<file path="config.mk">
export PLATFORM = sky130hd
export DESIGN_NAME = timer16_counter_input_capture
export DESIGN_NICKNAME = d
export VERILOG_FILES = /design/src/timer16_pkg.sv /design/src/timer16_counter_input_capture.sv /design/src/capture_noise_filter.sv
export SDC_FILE = /design/constraint.sdc
export NUM_CORES = 1
export LEC_CHECK = 0
export ABC_AREA = 1
export BUFFER_PORTS_ARGS = -buffer_cell sky130_fd_sc_hd__buf_2
export CAP_MARGIN = 40
export CORE_ASPECT_RATIO = 1.4
export CORE_MARGIN = 3
export CORE_UTILIZATION = 60
export CTS_CLUSTER_SIZE = 8
export DETAILED_ROUTE_END_ITERATION = 12
export GPL_ROUTABILITY_DRIVEN = 0
export GPL_TIMING_DRIVEN = 0
export PLACE_DENSITY_LB_ADDON = 0.25
export SYNTH_ARGS = -nofsm -noshare
export SYNTH_HDL_FRONTEND = slang
export SYNTH_SLANG_ARGS = --single-unit
</file>
<file path="constraint.sdc">
create_clock -name i_clk -period 6.05 [get_ports i_clk]
set_input_delay 1.21 -clock i_clk [delete_from_list [all_inputs] [get_ports i_clk]]
set_output_delay 1.21 -clock i_clk [all_outputs]
set_load 0.005 [all_outputs]
</file>
<file path="src/timer16_pkg.sv">
package timer16_pkg;

   // ----------------------------------------------------------------
   // Register selects on the byte bus
   // ----------------------------------------------------------------
   localparam logic [3:0] SEL_COUNT_LOW     = 4'h0;
   localparam logic [3:0] SEL_COUNT_HIGH    = 4'h1;
   localparam logic [3:0] SEL_CAPTURE_LOW   = 4'h2;
   localparam logic [3:0] SEL_CAPTURE_HIGH  = 4'h3;
   localparam logic [3:0] SEL_TIMER_CTRL_A  = 4'h4;
   localparam logic [3:0] SEL_TIMER_CTRL_B  = 4'h5;
   localparam logic [3:0] SEL_FLAGS         = 4'h6;
   localparam logic [3:0] SEL_IRQ_ENABLE    = 4'h7;
   localparam logic [3:0] SEL_COMP_CTRL     = 4'h8;

   // ----------------------------------------------------------------
   // Field positions
   // ----------------------------------------------------------------
   localparam int TB_TICK_LSB     = 0;
   localparam int TB_WGM_HI_LSB   = 3;
   localparam int TB_EDGE_BIT     = 6;
   localparam int TB_FILTER_BIT   = 7;
   localparam int TA_WGM_LO_LSB   = 0;
   localparam int FLAG_OVF_BIT    = 0;
   localparam int FLAG_CAP_BIT    = 5;
   localparam int COMP_CAPSEL_BIT = 2;

   // ----------------------------------------------------------------
   // Reset values and fixed counter values
   // ----------------------------------------------------------------
   localparam logic [7:0]  RST_BYTE     = 8'h00;
   localparam logic [15:0] RST_WORD     = 16'h0000;
   localparam logic [15:0] COUNT_FLOOR  = 16'h0000;
   localparam logic [15:0] COUNT_MAX    = 16'hffff;
   localparam logic [15:0] TOP_8BIT     = 16'h00ff;
   localparam logic [15:0] TOP_9BIT     = 16'h01ff;
   localparam logic [15:0] TOP_10BIT    = 16'h03ff;
   localparam logic [15:0] COUNT_STEP   = 16'h0001;
   localparam int          FILTER_DEPTH = 4;

   // ----------------------------------------------------------------
   // Types
   // ----------------------------------------------------------------
   typedef struct packed {
      logic       rd;
      logic       wr;
      logic [3:0] sel;
      logic [7:0] wdata;
   } cpu_req_t;

   typedef struct packed {
      logic [2:0] tick_source_select;
      logic [3:0] waveform_mode_bits;
      logic       edge_rising;
      logic       noise_filter_enable;
      logic       comparator_capture_select;
   } timer_cfg_t;

endpackage

</file>
<file path="src/timer16_counter_input_capture.sv">
`timescale 1ns/1ps
// Functional notes
// - Tick source zero stops the counter
// - Counter seen as low and high bytes
// - Low read/write moves high byte via holding
// - Tick clears or steps counter by mode
// - Processor counter write beats counting
// - Counter accessible even when stopped
// - Four mode bits across control A and B
// - Overflow flag set per mode, irq source
// - Matching edge copies counter into capture
// - Capture flag set with the copy
// - Enabled flag requests irq, ack clears it
// - Writing one clears the capture flag
// - Capture low read loads holding register
// - Capture writable only in capture-ceiling modes
// - Comparator select replaces pin as trigger
// - Source switch may capture; software clears
// - Inputs synchronised; filter adds four cycles
// - No capture in capture-ceiling modes
// - Filter output changes after four equal samples
// - Filter runs on undivided system clock
// - New capture overwrites unread value
// - Driving the pin itself triggers capture
// - Floor output when counter is zero
// - Ceiling fixed, compare A or capture
module timer16_counter_input_capture (
   input  wire logic                  i_clk,
   input  wire logic                  i_rst,
   input  wire timer16_pkg::cpu_req_t i_bus,
   output logic [7:0]                 o_rdata,
   input  wire logic [3:0]            i_prescale_ticks,
   input  wire logic                  i_external_count_pin,
   input  wire logic                  i_capture_pin,
   input  wire logic                  i_comparator_output,
   input  wire logic [15:0]           i_compare_a,
   input  wire logic                  i_capture_irq_ack,
   input  wire logic                  i_overflow_irq_ack,
   output logic                       o_capture_irq,
   output logic                       o_overflow_irq,
   output logic [15:0]                o_count_value,
   output logic                       o_count_floor,
   output logic                       o_count_ceiling
);

   // ----------------------------------------------------------------
   // Mode decoding
   // ----------------------------------------------------------------
   function automatic logic mode_uses_capture_top(input logic [3:0] m);
      return (m == 4'h8) || (m == 4'ha) || (m == 4'hc) || (m == 4'he);
   endfunction

   function automatic logic mode_dual_slope(input logic [3:0] m);
      return (m == 4'h1) || (m == 4'h2) || (m == 4'h3) ||
             (m == 4'h8) || (m == 4'h9) || (m == 4'ha) || (m == 4'hb);
   endfunction

   function automatic logic [15:0] mode_top(input logic [3:0]  m,
                                            input logic [15:0] ocra,
                                            input logic [15:0] icr);
      logic [15:0] t;
      t = timer16_pkg::COUNT_MAX;
      if ((m == 4'h1) || (m == 4'h5)) begin
         t = timer16_pkg::TOP_8BIT;
      end else if ((m == 4'h2) || (m == 4'h6)) begin
         t = timer16_pkg::TOP_9BIT;
      end else if ((m == 4'h3) || (m == 4'h7)) begin
         t = timer16_pkg::TOP_10BIT;
      end else if ((m == 4'h4) || (m == 4'h9) || (m == 4'hb) || (m == 4'hf)) begin
         t = ocra;
      end else if (mode_uses_capture_top(m)) begin
         t = icr;
      end
      return t;
   endfunction

   // ----------------------------------------------------------------
   // Registers
   // ----------------------------------------------------------------
   logic [7:0]  ctrl_a_q, ctrl_b_q, irq_en_q, comp_ctrl_q, temp_q, rdata_q;
   logic [15:0] cnt_q, cnt_d, cap_q;
   logic        dir_down_q, dir_down_d;
   logic        cap_flag_q, ovf_flag_q;
   logic [1:0]  ext_sync_q, pin_sync_q, comp_sync_q;
   logic        ext_prev_q, edge_prev_q;

   timer16_pkg::timer_cfg_t cfg;
   assign cfg.tick_source_select = ctrl_b_q[timer16_pkg::TB_TICK_LSB +: 3];
   assign cfg.waveform_mode_bits = {ctrl_b_q[timer16_pkg::TB_WGM_HI_LSB +: 2],
                                    ctrl_a_q[timer16_pkg::TA_WGM_LO_LSB +: 2]};
   assign cfg.edge_rising               = ctrl_b_q[timer16_pkg::TB_EDGE_BIT];
   assign cfg.noise_filter_enable       = ctrl_b_q[timer16_pkg::TB_FILTER_BIT];
   assign cfg.comparator_capture_select = comp_ctrl_q[timer16_pkg::COMP_CAPSEL_BIT];

   // ----------------------------------------------------------------
   // Bus decode
   // ----------------------------------------------------------------
   wire logic sel_cl = i_bus.sel == timer16_pkg::SEL_COUNT_LOW;
   wire logic sel_ch = i_bus.sel == timer16_pkg::SEL_COUNT_HIGH;
   wire logic sel_pl = i_bus.sel == timer16_pkg::SEL_CAPTURE_LOW;
   wire logic sel_ph = i_bus.sel == timer16_pkg::SEL_CAPTURE_HIGH;
   wire logic sel_fl = i_bus.sel == timer16_pkg::SEL_FLAGS;

   wire logic cnt_wr     = i_bus.wr && sel_cl;
   wire logic icr_top    = mode_uses_capture_top(cfg.waveform_mode_bits);
   wire logic cap_wr     = i_bus.wr && sel_pl && icr_top;
   wire logic temp_wr    = i_bus.wr && (sel_ch || sel_ph);
   wire logic cap_clr    = i_bus.wr && sel_fl && i_bus.wdata[timer16_pkg::FLAG_CAP_BIT];
   wire logic ovf_clr    = i_bus.wr && sel_fl && i_bus.wdata[timer16_pkg::FLAG_OVF_BIT];

   wire logic [7:0] flags_rd = (8'(cap_flag_q) << timer16_pkg::FLAG_CAP_BIT) |
                               (8'(ovf_flag_q) << timer16_pkg::FLAG_OVF_BIT);
   logic [7:0] rd_mux;
   always_comb begin
      rd_mux = 8'h00;
      unique case (i_bus.sel)
         timer16_pkg::SEL_COUNT_LOW:    rd_mux = cnt_q[7:0];
         timer16_pkg::SEL_COUNT_HIGH:   rd_mux = temp_q;
         timer16_pkg::SEL_CAPTURE_LOW:  rd_mux = cap_q[7:0];
         timer16_pkg::SEL_CAPTURE_HIGH: rd_mux = temp_q;
         timer16_pkg::SEL_TIMER_CTRL_A: rd_mux = ctrl_a_q;
         timer16_pkg::SEL_TIMER_CTRL_B: rd_mux = ctrl_b_q;
         timer16_pkg::SEL_FLAGS:        rd_mux = flags_rd;
         timer16_pkg::SEL_IRQ_ENABLE:   rd_mux = irq_en_q;
         timer16_pkg::SEL_COMP_CTRL:    rd_mux = comp_ctrl_q;
         default:                       rd_mux = 8'h00;
      endcase
   end

   // ----------------------------------------------------------------
   // Tick selection
   // ----------------------------------------------------------------
   wire logic ext_rise = ext_sync_q[1] && !ext_prev_q;
   wire logic ext_fall = !ext_sync_q[1] && ext_prev_q;
   logic tick;
   always_comb begin
      tick = 1'b0;
      unique case (cfg.tick_source_select)
         3'h0: tick = 1'b0;
         3'h1: tick = 1'b1;
         3'h2: tick = i_prescale_ticks[0];
         3'h3: tick = i_prescale_ticks[1];
         3'h4: tick = i_prescale_ticks[2];
         3'h5: tick = i_prescale_ticks[3];
         3'h6: tick = ext_fall;
         3'h7: tick = ext_rise;
      endcase
   end

   // ----------------------------------------------------------------
   // Counter
   // ----------------------------------------------------------------
   wire logic [15:0] top      = mode_top(cfg.waveform_mode_bits, i_compare_a, cap_q);
   wire logic        at_top   = cnt_q == top;
   wire logic        at_floor = cnt_q == timer16_pkg::COUNT_FLOOR;
   wire logic        dual     = mode_dual_slope(cfg.waveform_mode_bits);
   // Overflow in dual slope is at the floor, elsewhere at the ceiling
   wire logic ovf_evt = tick && !cnt_wr && (dual ? (dir_down_q && at_floor) : at_top);

   always_comb begin
      cnt_d      = cnt_q;
      dir_down_d = dir_down_q;
      if (cnt_wr) begin
         cnt_d = {temp_q, i_bus.wdata};
      end else if (tick) begin
         if (!dual) begin
            cnt_d = at_top ? timer16_pkg::COUNT_FLOOR : cnt_q + timer16_pkg::COUNT_STEP;
         end else if (dir_down_q) begin
            dir_down_d = !at_floor;
            cnt_d = at_floor ? cnt_q + timer16_pkg::COUNT_STEP : cnt_q - timer16_pkg::COUNT_STEP;
         end else begin
            dir_down_d = at_top;
            cnt_d = at_top ? cnt_q - timer16_pkg::COUNT_STEP : cnt_q + timer16_pkg::COUNT_STEP;
         end
      end
   end

   // ----------------------------------------------------------------
   // Capture path
   // ----------------------------------------------------------------
   // Mux after the synchronisers: a source switch can look like an edge
   wire logic src_level = cfg.comparator_capture_select ? comp_sync_q[1]
                                                        : pin_sync_q[1];
   logic filt_level;
   capture_noise_filter u_filter (
      .i_clk    (i_clk),
      .i_rst    (i_rst),
      .i_enable (cfg.noise_filter_enable),
      .i_level  (src_level),
      .o_level  (filt_level)
   );
   wire logic edge_hit = cfg.edge_rising ? (filt_level && !edge_prev_q)
                                         : (!filt_level && edge_prev_q);
   wire logic cap_trig = edge_hit && !icr_top;

   // ----------------------------------------------------------------
   // Sequential state
   // ----------------------------------------------------------------
   always_ff @(posedge i_clk) begin
      if (i_rst) begin
         ext_sync_q  <= 2'h0;
         pin_sync_q  <= 2'h0;
         comp_sync_q <= 2'h0;
         ext_prev_q  <= 1'b0;
         edge_prev_q <= 1'b0;
      end else begin
         ext_sync_q  <= {ext_sync_q[0], i_external_count_pin};
         pin_sync_q  <= {pin_sync_q[0], i_capture_pin};
         comp_sync_q <= {comp_sync_q[0], i_comparator_output};
         ext_prev_q  <= ext_sync_q[1];
         edge_prev_q <= filt_level;
      end
   end

   always_ff @(posedge i_clk) begin
      if (i_rst) begin
         cnt_q      <= timer16_pkg::RST_WORD;
         dir_down_q <= 1'b0;
         cap_q      <= timer16_pkg::RST_WORD;
      end else begin
         cnt_q      <= cnt_d;
         dir_down_q <= dir_down_d;
         if (cap_trig) begin
            cap_q <= cnt_q;
         end else if (cap_wr) begin
            cap_q <= {temp_q, i_bus.wdata};
         end
      end
   end

   always_ff @(posedge i_clk) begin
      if (i_rst) begin
         temp_q <= timer16_pkg::RST_BYTE;
      end else if (temp_wr) begin
         temp_q <= i_bus.wdata;
      end else if (i_bus.rd && sel_cl) begin
         temp_q <= cnt_q[15:8];
      end else if (i_bus.rd && sel_pl) begin
         temp_q <= cap_q[15:8];
      end
   end

   // Set beats clear so an event in the clearing cycle survives
   always_ff @(posedge i_clk) begin
      if (i_rst) begin
         cap_flag_q <= 1'b0;
         ovf_flag_q <= 1'b0;
      end else begin
         cap_flag_q <= cap_trig ||
                       (cap_flag_q && !cap_clr && !i_capture_irq_ack);
         ovf_flag_q <= ovf_evt || (ovf_flag_q && !ovf_clr && !i_overflow_irq_ack);
      end
   end

   always_ff @(posedge i_clk) begin
      if (i_rst) begin
         ctrl_a_q    <= timer16_pkg::RST_BYTE;
         ctrl_b_q    <= timer16_pkg::RST_BYTE;
         irq_en_q    <= timer16_pkg::RST_BYTE;
         comp_ctrl_q <= timer16_pkg::RST_BYTE;
         rdata_q     <= timer16_pkg::RST_BYTE;
      end else begin
         if (i_bus.wr && i_bus.sel == timer16_pkg::SEL_TIMER_CTRL_A) ctrl_a_q <= i_bus.wdata;
         if (i_bus.wr && i_bus.sel == timer16_pkg::SEL_TIMER_CTRL_B) ctrl_b_q <= i_bus.wdata;
         if (i_bus.wr && i_bus.sel == timer16_pkg::SEL_IRQ_ENABLE) irq_en_q <= i_bus.wdata;
         if (i_bus.wr && i_bus.sel == timer16_pkg::SEL_COMP_CTRL) comp_ctrl_q <= i_bus.wdata;
         if (i_bus.rd) rdata_q <= rd_mux;
      end
   end

   assign o_rdata         = rdata_q;
   assign o_count_value   = cnt_q;
   assign o_count_floor   = at_floor;
   assign o_count_ceiling = at_top;
   assign o_capture_irq   = cap_flag_q && irq_en_q[timer16_pkg::FLAG_CAP_BIT];
   assign o_overflow_irq  = ovf_flag_q && irq_en_q[timer16_pkg::FLAG_OVF_BIT];
endmodule

</file>
<file path="src/capture_noise_filter.sv">
`timescale 1ns/1ps
module capture_noise_filter (
   input  wire logic i_clk,
   input  wire logic i_rst,
   input  wire logic i_enable,
   input  wire logic i_level,
   output logic      o_level
);

   logic [timer16_pkg::FILTER_DEPTH-2:0] hist_q;
   logic                                 out_q;
   wire logic [timer16_pkg::FILTER_DEPTH-1:0] window = {hist_q, i_level};
   wire logic all_high = &window;
   wire logic all_low  = ~|window;

   // Samples on every system clock, so prescaling never stretches it
   always_ff @(posedge i_clk) begin
      if (i_rst) begin
         hist_q <= '0;
         out_q  <= 1'b0;
      end else begin
         hist_q <= {hist_q[timer16_pkg::FILTER_DEPTH-3:0], i_level};
         if (all_high || all_low) begin
            out_q <= i_level;
         end
      end
   end

   // Bypass is combinational so the filter adds exactly four cycles
   assign o_level = i_enable ? out_q : i_level;

endmodule

</file>
==> results.toml, run 1 <==
[drt]
drt-vias-per-instance = 5.97
via_count = 7217
routedWlPerCell_um = 17.5
drtAntennaViolNets = 0
drt_wl_total_um = 21200
firstDrtPassIters = 6
drcViolationCount = 0
drt-initial-drc-count = 780

[timing]
final.setup_skew_ps = 11.5
fin_tns_setup_ps = 0
fmax_mhz = 245
maxSlewHeadroom = 0.458
finalCritPeriodShare = 0.676
min_period_ps = 4090
setup_viol = 0
rsz0062_at_grt = "false"
hold_violations = 0
tightest_slew_ps = 806
final-max-slew-violation-count = 0

[grt]
grt_max_degree = 18
grt_pass1_wl_um = 33100
antenna_found_initial = 0
grt_pass1_vias = 6710
grt_usage = 0.366
globalRouteOverflowTotal = 0

[clock_tree]
cts_tree = "done"
clock-sinks = 95
clk_pin_slew_ps = 70
post_cts_buffers = 0
hold_buffers = 0
cts_buffer_depth = 2
insertion_delay_ps = 360
htreeDepth = 3
cts_resized = 0
cts_root_buf = "clkbuf_16"
cts_buffers = 9

[critical_path]
crit_fanout = 10
critPathArrivalTime_ps = 2880
crit_type = "reg2out"
startpoint_type = "register"
critPathMaxStageDelay_ps = 450
slowest_stage = "dfxtp_1"
required_ps = 4840
cp_num_cells = 13
cp_top_family = "simple AND/OR/NAND/NOR gates"
path_cells = "nand2_1 -> o21ai_2 -> buf_4 -> nand2_1 -> nand2_1 -> nand2_1 -> nor2_1 -> nand3_1 -> nor2_4 -> buf_4 -> nand4_1 -> inv_2 -> buf_2"
endpoint_kind = "output pin"
crit_buf_inv = 4
reg2reg_depth = 17
cpMostUsedCell = "nand2_1"

[power]
power.total_uw = 1440
power_density_nw_per_um2 = 209
ir_drop_mv = 0.190
p_leak_uw = 0.00300

[outcome]
status = "complete, no violations"

[synthesis]
synthCells = 993
ys_top_cells_by_area = "dfxtp_1 31%, nand2_1 18%, inv_1 7.3%, a21oi_1 6.5%, nand3_1 5.7%"
ys_top_cells_by_count = "293 x nand2_1, 118 x inv_1, 95 x dfxtp_1, 92 x nor2_1, 79 x a21oi_1"
synth_ff_type = "dfxtp_1"
muxShareOfSynthArea = 0
synthXorXnorAreaFrac = 0.0346
synth_top_area_share = 0.313
synthAdderAreaFrac = 0.00617
yosysUniqueCellTypes = 41
yosysTopAreaCell = "dfxtp_1"
avgSynthCellArea_um2 = 6.13
synth_compound_area_frac = 0.193
yosysMostFrequentCell = "nand2_1"
ys_warn_count = 0
synth_top_family_by_area = "simple AND/OR/NAND/NOR gates"
synth_nets = 1037
ys_seq_area_frac = 0.313
synth_edf_count = 0
synth-simple-area-share = 0.341
async_flop_share = 0
ys_ff_latch = 95
netlist_area_um2 = 6080

[floorplan]
dieArea_um2 = 11400
coreArea_um2 = 9670
start_util = 0.629
die_w_um = 91.1
rows = 42
io_pins = 69
die_y_um = 125

[final_layout]
antenna_cells = 0
utilization = 0.713
area_growth_pct = 13.3
nFillCells = 899
nNetsFinal = 1116
drive_gt1_frac = 0.106

[placement]
placement.io_buffers = 66
dp_hpwl_um = 16000

[run]
max_cap_violations = 0

[worst_hold_path]
hold_path_class = "reg2reg"
worst_hold_path.num_cells = 2
## metrics by stage
stage / hold slack, ps / worst slack [ps] / cells / instance area, um2
after floorplan: 388 / 2630 / 993 / 6080
after global placement: 389 / 2120 / 1191 / 6580
after detailed placement: 401 / 2100 / 1193 / 6590
after CTS: 411 / 2100 / 1209 / 6890
after global routing: 417 / 1840 / 1209 / 6890
final: 407 / 1960 / 1209 / 6890
## kinds of logic after synthesis
family | Yosys count
simple gates | 498
xor+xnor | 24
buf+inv | 172
compound gates | 201
flops | 95
fa+ha+maj | 3
## power breakdown
group	leakage (uW)	internal, uW	switching [uW]
clock network	0.000150	329	274
registers	0.000768	636	7.71
logic	0.00209	58.7	139
total	0.00300	1020	421
## worst paths after layout
check | slack (ps) | from | endpoint
min reg2reg | 410 | ext_sync_q[0] | ext_sync_q[1]
min | 410 | ext_sync_q[0] | ext_sync_q[1]
max reg2reg | 3270 | ctrl_b_q[3] | o_count_value[13]
max | 1960 | ctrl_b_q[3] | o_count_ceiling
## state kept, by name (all words and copies together), names as in the netlist
| signal | count |
|---|---|
| comp_sync_q | 2 |
| comp_ctrl_q | 8 |
| ext_sync_q | 2 |
| temp_q | 8 |
| cap_q | 16 |
| cap_flag_q | 1 |
| ctrl_b_q | 8 |
| edge_prev_q | 1 |
| irq_en_q | 8 |
| u_filter.out_q | 1 |
| ovf_flag_q | 1 |
| o_count_value | 16 |
| pin_sync_q | 2 |
| ctrl_a_q | 8 |
| ext_prev_q | 1 |
| dir_down_q | 1 |
| o_rdata | 8 |
| u_filter.hist_q | 3 |
## placed cells by master, fill, tap and decap left out, drive strengths merged
cell / instances
a21oi: 79
a221oi: 10
a31o: 1
a31oi: 19
and2: 2
buf: 81
bufinv: 1
clkbuf: 40
clkinv: 7
dfxtp: 95
ha: 3
inv: 127
nand2: 297
nand3: 69
nand3b: 6
nand4: 7
nor2: 99
nor3: 16
nor4: 1
o2111ai: 1
o211ai: 2
o21ai: 47
o21bai: 1
o221ai: 9
o22ai: 26
o311ai: 1
o31ai: 3
o41ai: 2
or2: 1
xor2: 24
## layout make-up
type                            instances  area [um2]  area share
Clock inverter                          6        76.3      0.0111
Buffer                                 43         201      0.0292
Sequential cell                        95        1900       0.276
Tap cell                              132         165      0.0240
Clock buffer                           10         229      0.0332
Timing Repair Buffer                   68         340      0.0494
Multi-Input combinational cell        726        3500       0.507
Inverter                              129         484      0.0702
## tightest hold or removal path: cells and delay by family (launching register included)
kind	cells	cell delay, ps
AND/OR/NAND/NOR	1	30
flip-flops	1	300
buffers and inverters	1	40
## metal layers
layer	part of all wire	global-route usage	up-vias
met1	0.35	0.401	3202
met4	0.081	0.287	0
met5	0	0	-
met3	0.091	0.0685	134
li1	-	-	3410
met2	0.48	0.614	471
Power figures use the tool's default switching activity.
==> inputs of run 2 (changes only) <==
CORE_UTILIZATION = 59   (was 60)
clock period = 4.1 ns   (was 6.05 ns; I/O delays follow)
==> run 2 against run 1 <==
  * Sequential share of layout area is essentially flat
  * Global-route usage is 0.84 points lower
  * Critical path type unchanged
  * Utilization shrank 2.3 points
==> results.toml, run 2 (synthesis results as in run 1) <==
[critical_path]
crit-reg2reg-launch = "o_count_value[0]"
crit_start = "ctrl_b_q[3]"
crit_type = "reg2out"
path_cells = "nand2_1 -> o21ai_2 -> buf_4 -> nand2_1 -> nand2_1 -> nand2_1 -> nor2_1 -> nand3_1 -> nor2_4 -> buf_4 -> nand4_1 -> inv_2 -> buf_2"
crit_buf_inv = 4
r2r_slack_ps = 1370
cpMostUsedCell = "nand2_1"
critPathMaxStageDelay_ps = 430
critPathArrivalTime_ps = 2830
cp_top_family = "simple AND/OR/NAND/NOR gates"
endpoint_kind = "output pin"
critPathCapture = "o_count_ceiling"
reg2reg_depth = 14
cp_num_cells = 13
startpoint_type = "register"
required_ps = 3280
crit_fanout = 10
rr_endpoint = "o_count_value[15]"
slowest_stage = "dfxtp_1"

[timing]
final-max-slew-violation-count = 0
rsz0062_at_grt = "false"
setup_viol = 0
tightest_slew_ps = 808
final.setup_skew_ps = 10.5
timing.final.ws_setup_ps = 454
maxSlewHeadroom = 0.457
fmax_mhz = 274
hold_violations = 0
finalCritPeriodShare = 0.889
min_period_ps = 3650
fin_tns_setup_ps = 0

[final_layout]
area_growth_pct = 13.5
multi_input_area_um2 = 3500
layout_commonest_cell = "nand2_1"
register_area_um2 = 1900
nFillCells = 964
drive_gt1_frac = 0.107
antenna_cells = 0
utilization = 0.690
nNetsFinal = 1116
final_cell_mix = "293 x nand2_1, 118 x inv_1, 95 x dfxtp_1"

[floorplan]
die_w_um = 91.8
dieArea_um2 = 11600
io_pins = 69
rows = 43
die_y_um = 126
coreArea_um2 = 10000
start_util = 0.608

[clock_tree]
insertion_delay_ps = 350
post_cts_buffers = 0
hold_buffers = 0
cts_buffer_depth = 2
htreeDepth = 3
cts_resized = 0
cts_root_buf = "clkbuf_16"
cts_tree = "done"
cts_buffers = 9
clk_pin_slew_ps = 70
clock-sinks = 95

[drt]
wl_met3_um = 1800
firstDrtPassIters = 7
drtAntennaViolNets = 0
top_layer_used = "met4"
dr_wl_met2_um = 10100
m1WireLength_um = 7270
drt_wl_total_um = 21100
drcViolationCount = 0
drt-vias-per-instance = 5.89
routedWlPerCell_um = 17.4
drt-initial-drc-count = 710
via_count = 7141

[power]
power.total_uw = 2140
p_clk_frac = 0.419
intPower_uw = 1510
p_sw_uw = 623
switching_share = 0.292
p_seq_frac = 0.445
power_density_nw_per_um2 = 309
pwr-share-comb = 0.137
ir_drop_mv = 0.326
p_leak_uw = 0.00301

[worst_hold_path]
hold_path_class = "reg2reg"
worst_hold_path.num_cells = 2
hp-start = "ext_sync_q[0]"

[placement]
placement.setup.worst_slack_ps = 774
dp_hpwl_um = 16100
placement.io_buffers = 66

[grt]
grt_max_degree = 19
globalRouteOverflowTotal = 0
grt_usage = 0.357
antenna_found_initial = 0
grt_pass1_vias = 6691
grt_pass1_wl_um = 32500

[outcome]
status = "complete, no violations"

[run]
max_cap_violations = 0
run 2: layout make-up:
type | count | share of cell area
multi-input combinational | 726 | 0.506
clock inverter | 7 | 0.0125
clock buffer | 9 | 0.0326
inverter | 129 | 0.0701
sequential | 95 | 0.275
tap | 135 | 0.0245
timing repair buffer | 68 | 0.0493
buffer | 43 | 0.0292
run 2: power by group through the flow:
stage / Sequential (uW) / Clock [uW] / Combinational, uW
floorplan: 968 / 0 / 184
global placement: 970 / 0 / 276
detailed placement: 971 / 0 / 280
CTS: 949 / 896 / 282
global route: 951 / 926 / 318
finish: 950 / 894 / 292
run 2: tightest hold or removal path, delay by kind of cell (launching register included):
kind,cells,cell delay [ps]
buffers and inverters,1,40
and+or+nand+nor,1,30
DFF,1,300
run 2: worst min path at each step:
| stage | end |
|---|---|
| 5_1_grt | pin_sync_q[1] |
| 2_1_floorplan | comp_sync_q[1] |
| 6_report | ext_sync_q[1] |
| 3_3_place_gp | ext_sync_q[1] |
| 3_5_place_dp | ext_sync_q[1] |
| 4_1_cts | ext_sync_q[1] |
run 2: metal layers:
metal / global-route usage / vias to the layer above
met3: 0.0568 / 134
met1: 0.391 / 3180
li1: - / 3406
met2: 0.606 / 421
met4: 0.286 / 0
met5: 0 / -
run 2: per-stage QoR:
stage                     area (um2)  instances  hold slack, ps
after floorplan                 6080        993             388
after global placement          6580       1194             390
after detailed placement        6590       1196             404
after CTS                       6900       1212             413
after global routing            6900       1212             434
final                           6900       1212             409
==> inputs of run 3 (changes only) <==
MAX_ROUTING_LAYER = met4   (was unset)
==> run 3 against run 2 <==
  * Sequential cell count is the same
  * Global-route usage grew 1.1 points
  * Non-clock buffer count is the same
  * Largest power group unchanged
  * First-iteration DRC count grew 1.8%
  * Largest cell class unchanged
  * Routed wire length grew 0.37%
  * Clock skew shrank 1.0 ps
  * Maximum frequency shrank 0.18%
  * Combinational power is essentially flat
==> results.toml, run 3 (synthesis results as in run 1) <==
[outcome]
status = "complete, no violations"

[timing]
tightest_slew_ps = 803
hold_violations = 0
final.setup_skew_ps = 9.50
min_period_ps = 3650
maxSlewHeadroom = 0.460
finalCritPeriodShare = 0.891
whs_ps = 409
fin_tns_setup_ps = 0
setup_viol = 0
final-max-slew-violation-count = 0
fmax_mhz = 274
rsz0062_at_grt = "false"

[clock_tree]
insertion_delay_ps = 350
clk_pin_slew_ps = 70
cts_buffer_depth = 2
htreeDepth = 3
clock-sinks = 95
post_cts_buffers = 0
cts_root_buf = "clkbuf_16"
cts_tree = "done"
cts_resized = 0
hold_buffers = 0
cts_buffers = 9

[drt]
via_count = 7170
firstDrtPassIters = 7
routedWlPerCell_um = 17.5
drt_wl_total_um = 21200
drt-initial-drc-count = 723
drtAntennaViolNets = 0
drcViolationCount = 0
drt-vias-per-instance = 5.92

[critical_path]
path_cells = "nand2_1 -> o21ai_2 -> buf_4 -> nand2_1 -> nand2_1 -> nand2_1 -> nor2_1 -> nand3_1 -> nor2_4 -> buf_4 -> nand4_1 -> inv_2 -> buf_2"
slowest_stage = "dfxtp_1"
endpoint_kind = "output pin"
required_ps = 3280
crit_fanout = 10
cpMostUsedCell = "nand2_1"
crit_type = "reg2out"
startpoint_type = "register"
critPathArrivalTime_ps = 2830
critPathMaxStageDelay_ps = 440

[grt]
grt_max_degree = 19
use_met2 = 0.608
antenna_found_initial = 0
grt_pass1_wl_um = 32500
met3_usage = 0.0526
grt_pass1_vias = 6683
grt_usage = 0.368
globalRouteOverflowTotal = 0
gr-max-usage-layer = "met2"
grt_util_met1 = 0.393

[power]
intPower_uw = 1510
pwr-share-comb = 0.136
power_density_nw_per_um2 = 310
p_leak_uw = 0.00301
ir_drop_mv = 0.328
p_sw_uw = 630
p_seq_frac = 0.443
p_clk_frac = 0.421
switching_share = 0.294

[floorplan]
start_util = 0.608
coreArea_um2 = 10000
die_w_um = 91.8
io_pins = 69
dieArea_um2 = 11600
die_y_um = 126
rows = 43

[placement]
placement.io_buffers = 66
dp_hpwl_um = 16100

[final_layout]
layout_commonest_cell = "nand2_1"
drive_gt1_frac = 0.107
nNetsFinal = 1116
antenna_cells = 0
utilization = 0.690
area_growth_pct = 13.5
final_cell_mix = "293 x nand2_1, 118 x inv_1, 95 x dfxtp_1"

[worst_hold_path]
hold_path_class = "reg2reg"

[run]
max_cap_violations = 0
==> run 3: worst paths after layout <==
path,from,endpoint,slack [ps],cells after the start
setup / recovery,ctrl_b_q[3],o_count_ceiling,450,13
hold / removal,ext_sync_q[0],ext_sync_q[1],410,2
setup reg to reg,o_count_value[0],o_count_value[15],1360,14
hold reg to reg,ext_sync_q[0],ext_sync_q[1],410,2
==> run 3: layout make-up <==
type,count,area (um2)
clock inverter,7,86.3
tap,135,169
multi-input combinational,726,3500
buffer,43,201
timing repair buffer,68,340
clock buffer,9,225
inverter,129,484
sequential,95,1900
fill,964,3100
==> run 3: metal layers <==
metal  vias up  part of all wire
li1       3405                 -
met1      3170              0.35
met2       437              0.48
met3       158             0.083
met4         0             0.094
met5         -                 0
==> run 3: power by group through the flow <==
stage,combinational (uW),clock [uW],sequential (uW)
detailed placement,280,0,971
global placement,276,0,970
CTS,282,896,949
floorplan,184,0,968
global route,318,927,951
finish,291,902,950
==> run 3: through the flow <==
| step | power, uW | cell area (um2) | cells | worst slack (ps) |
|---|---|---|---|---|
| after global placement | 1250 | 6580 | 1194 | 773 |
| after detailed placement | 1250 | 6590 | 1196 | 774 |
| final | 2140 | 6900 | 1212 | 448 |
| after CTS | 2130 | 6900 | 1212 | 534 |
| after global routing | 2200 | 6900 | 1212 | 296 |
| after floorplan | 1150 | 6080 | 993 | 1460 |
==> run 3: worst max-delay path: cells and delay by family (launching register included) <==
| kind | cells | cell delay (ps) |
|---|---|---|
| and+or+nand+nor | 8 | 990 |
| buffers and inverters | 4 | 700 |
| AOI/OAI and AO/OA | 1 | 340 |
| DFF | 1 | 440 |
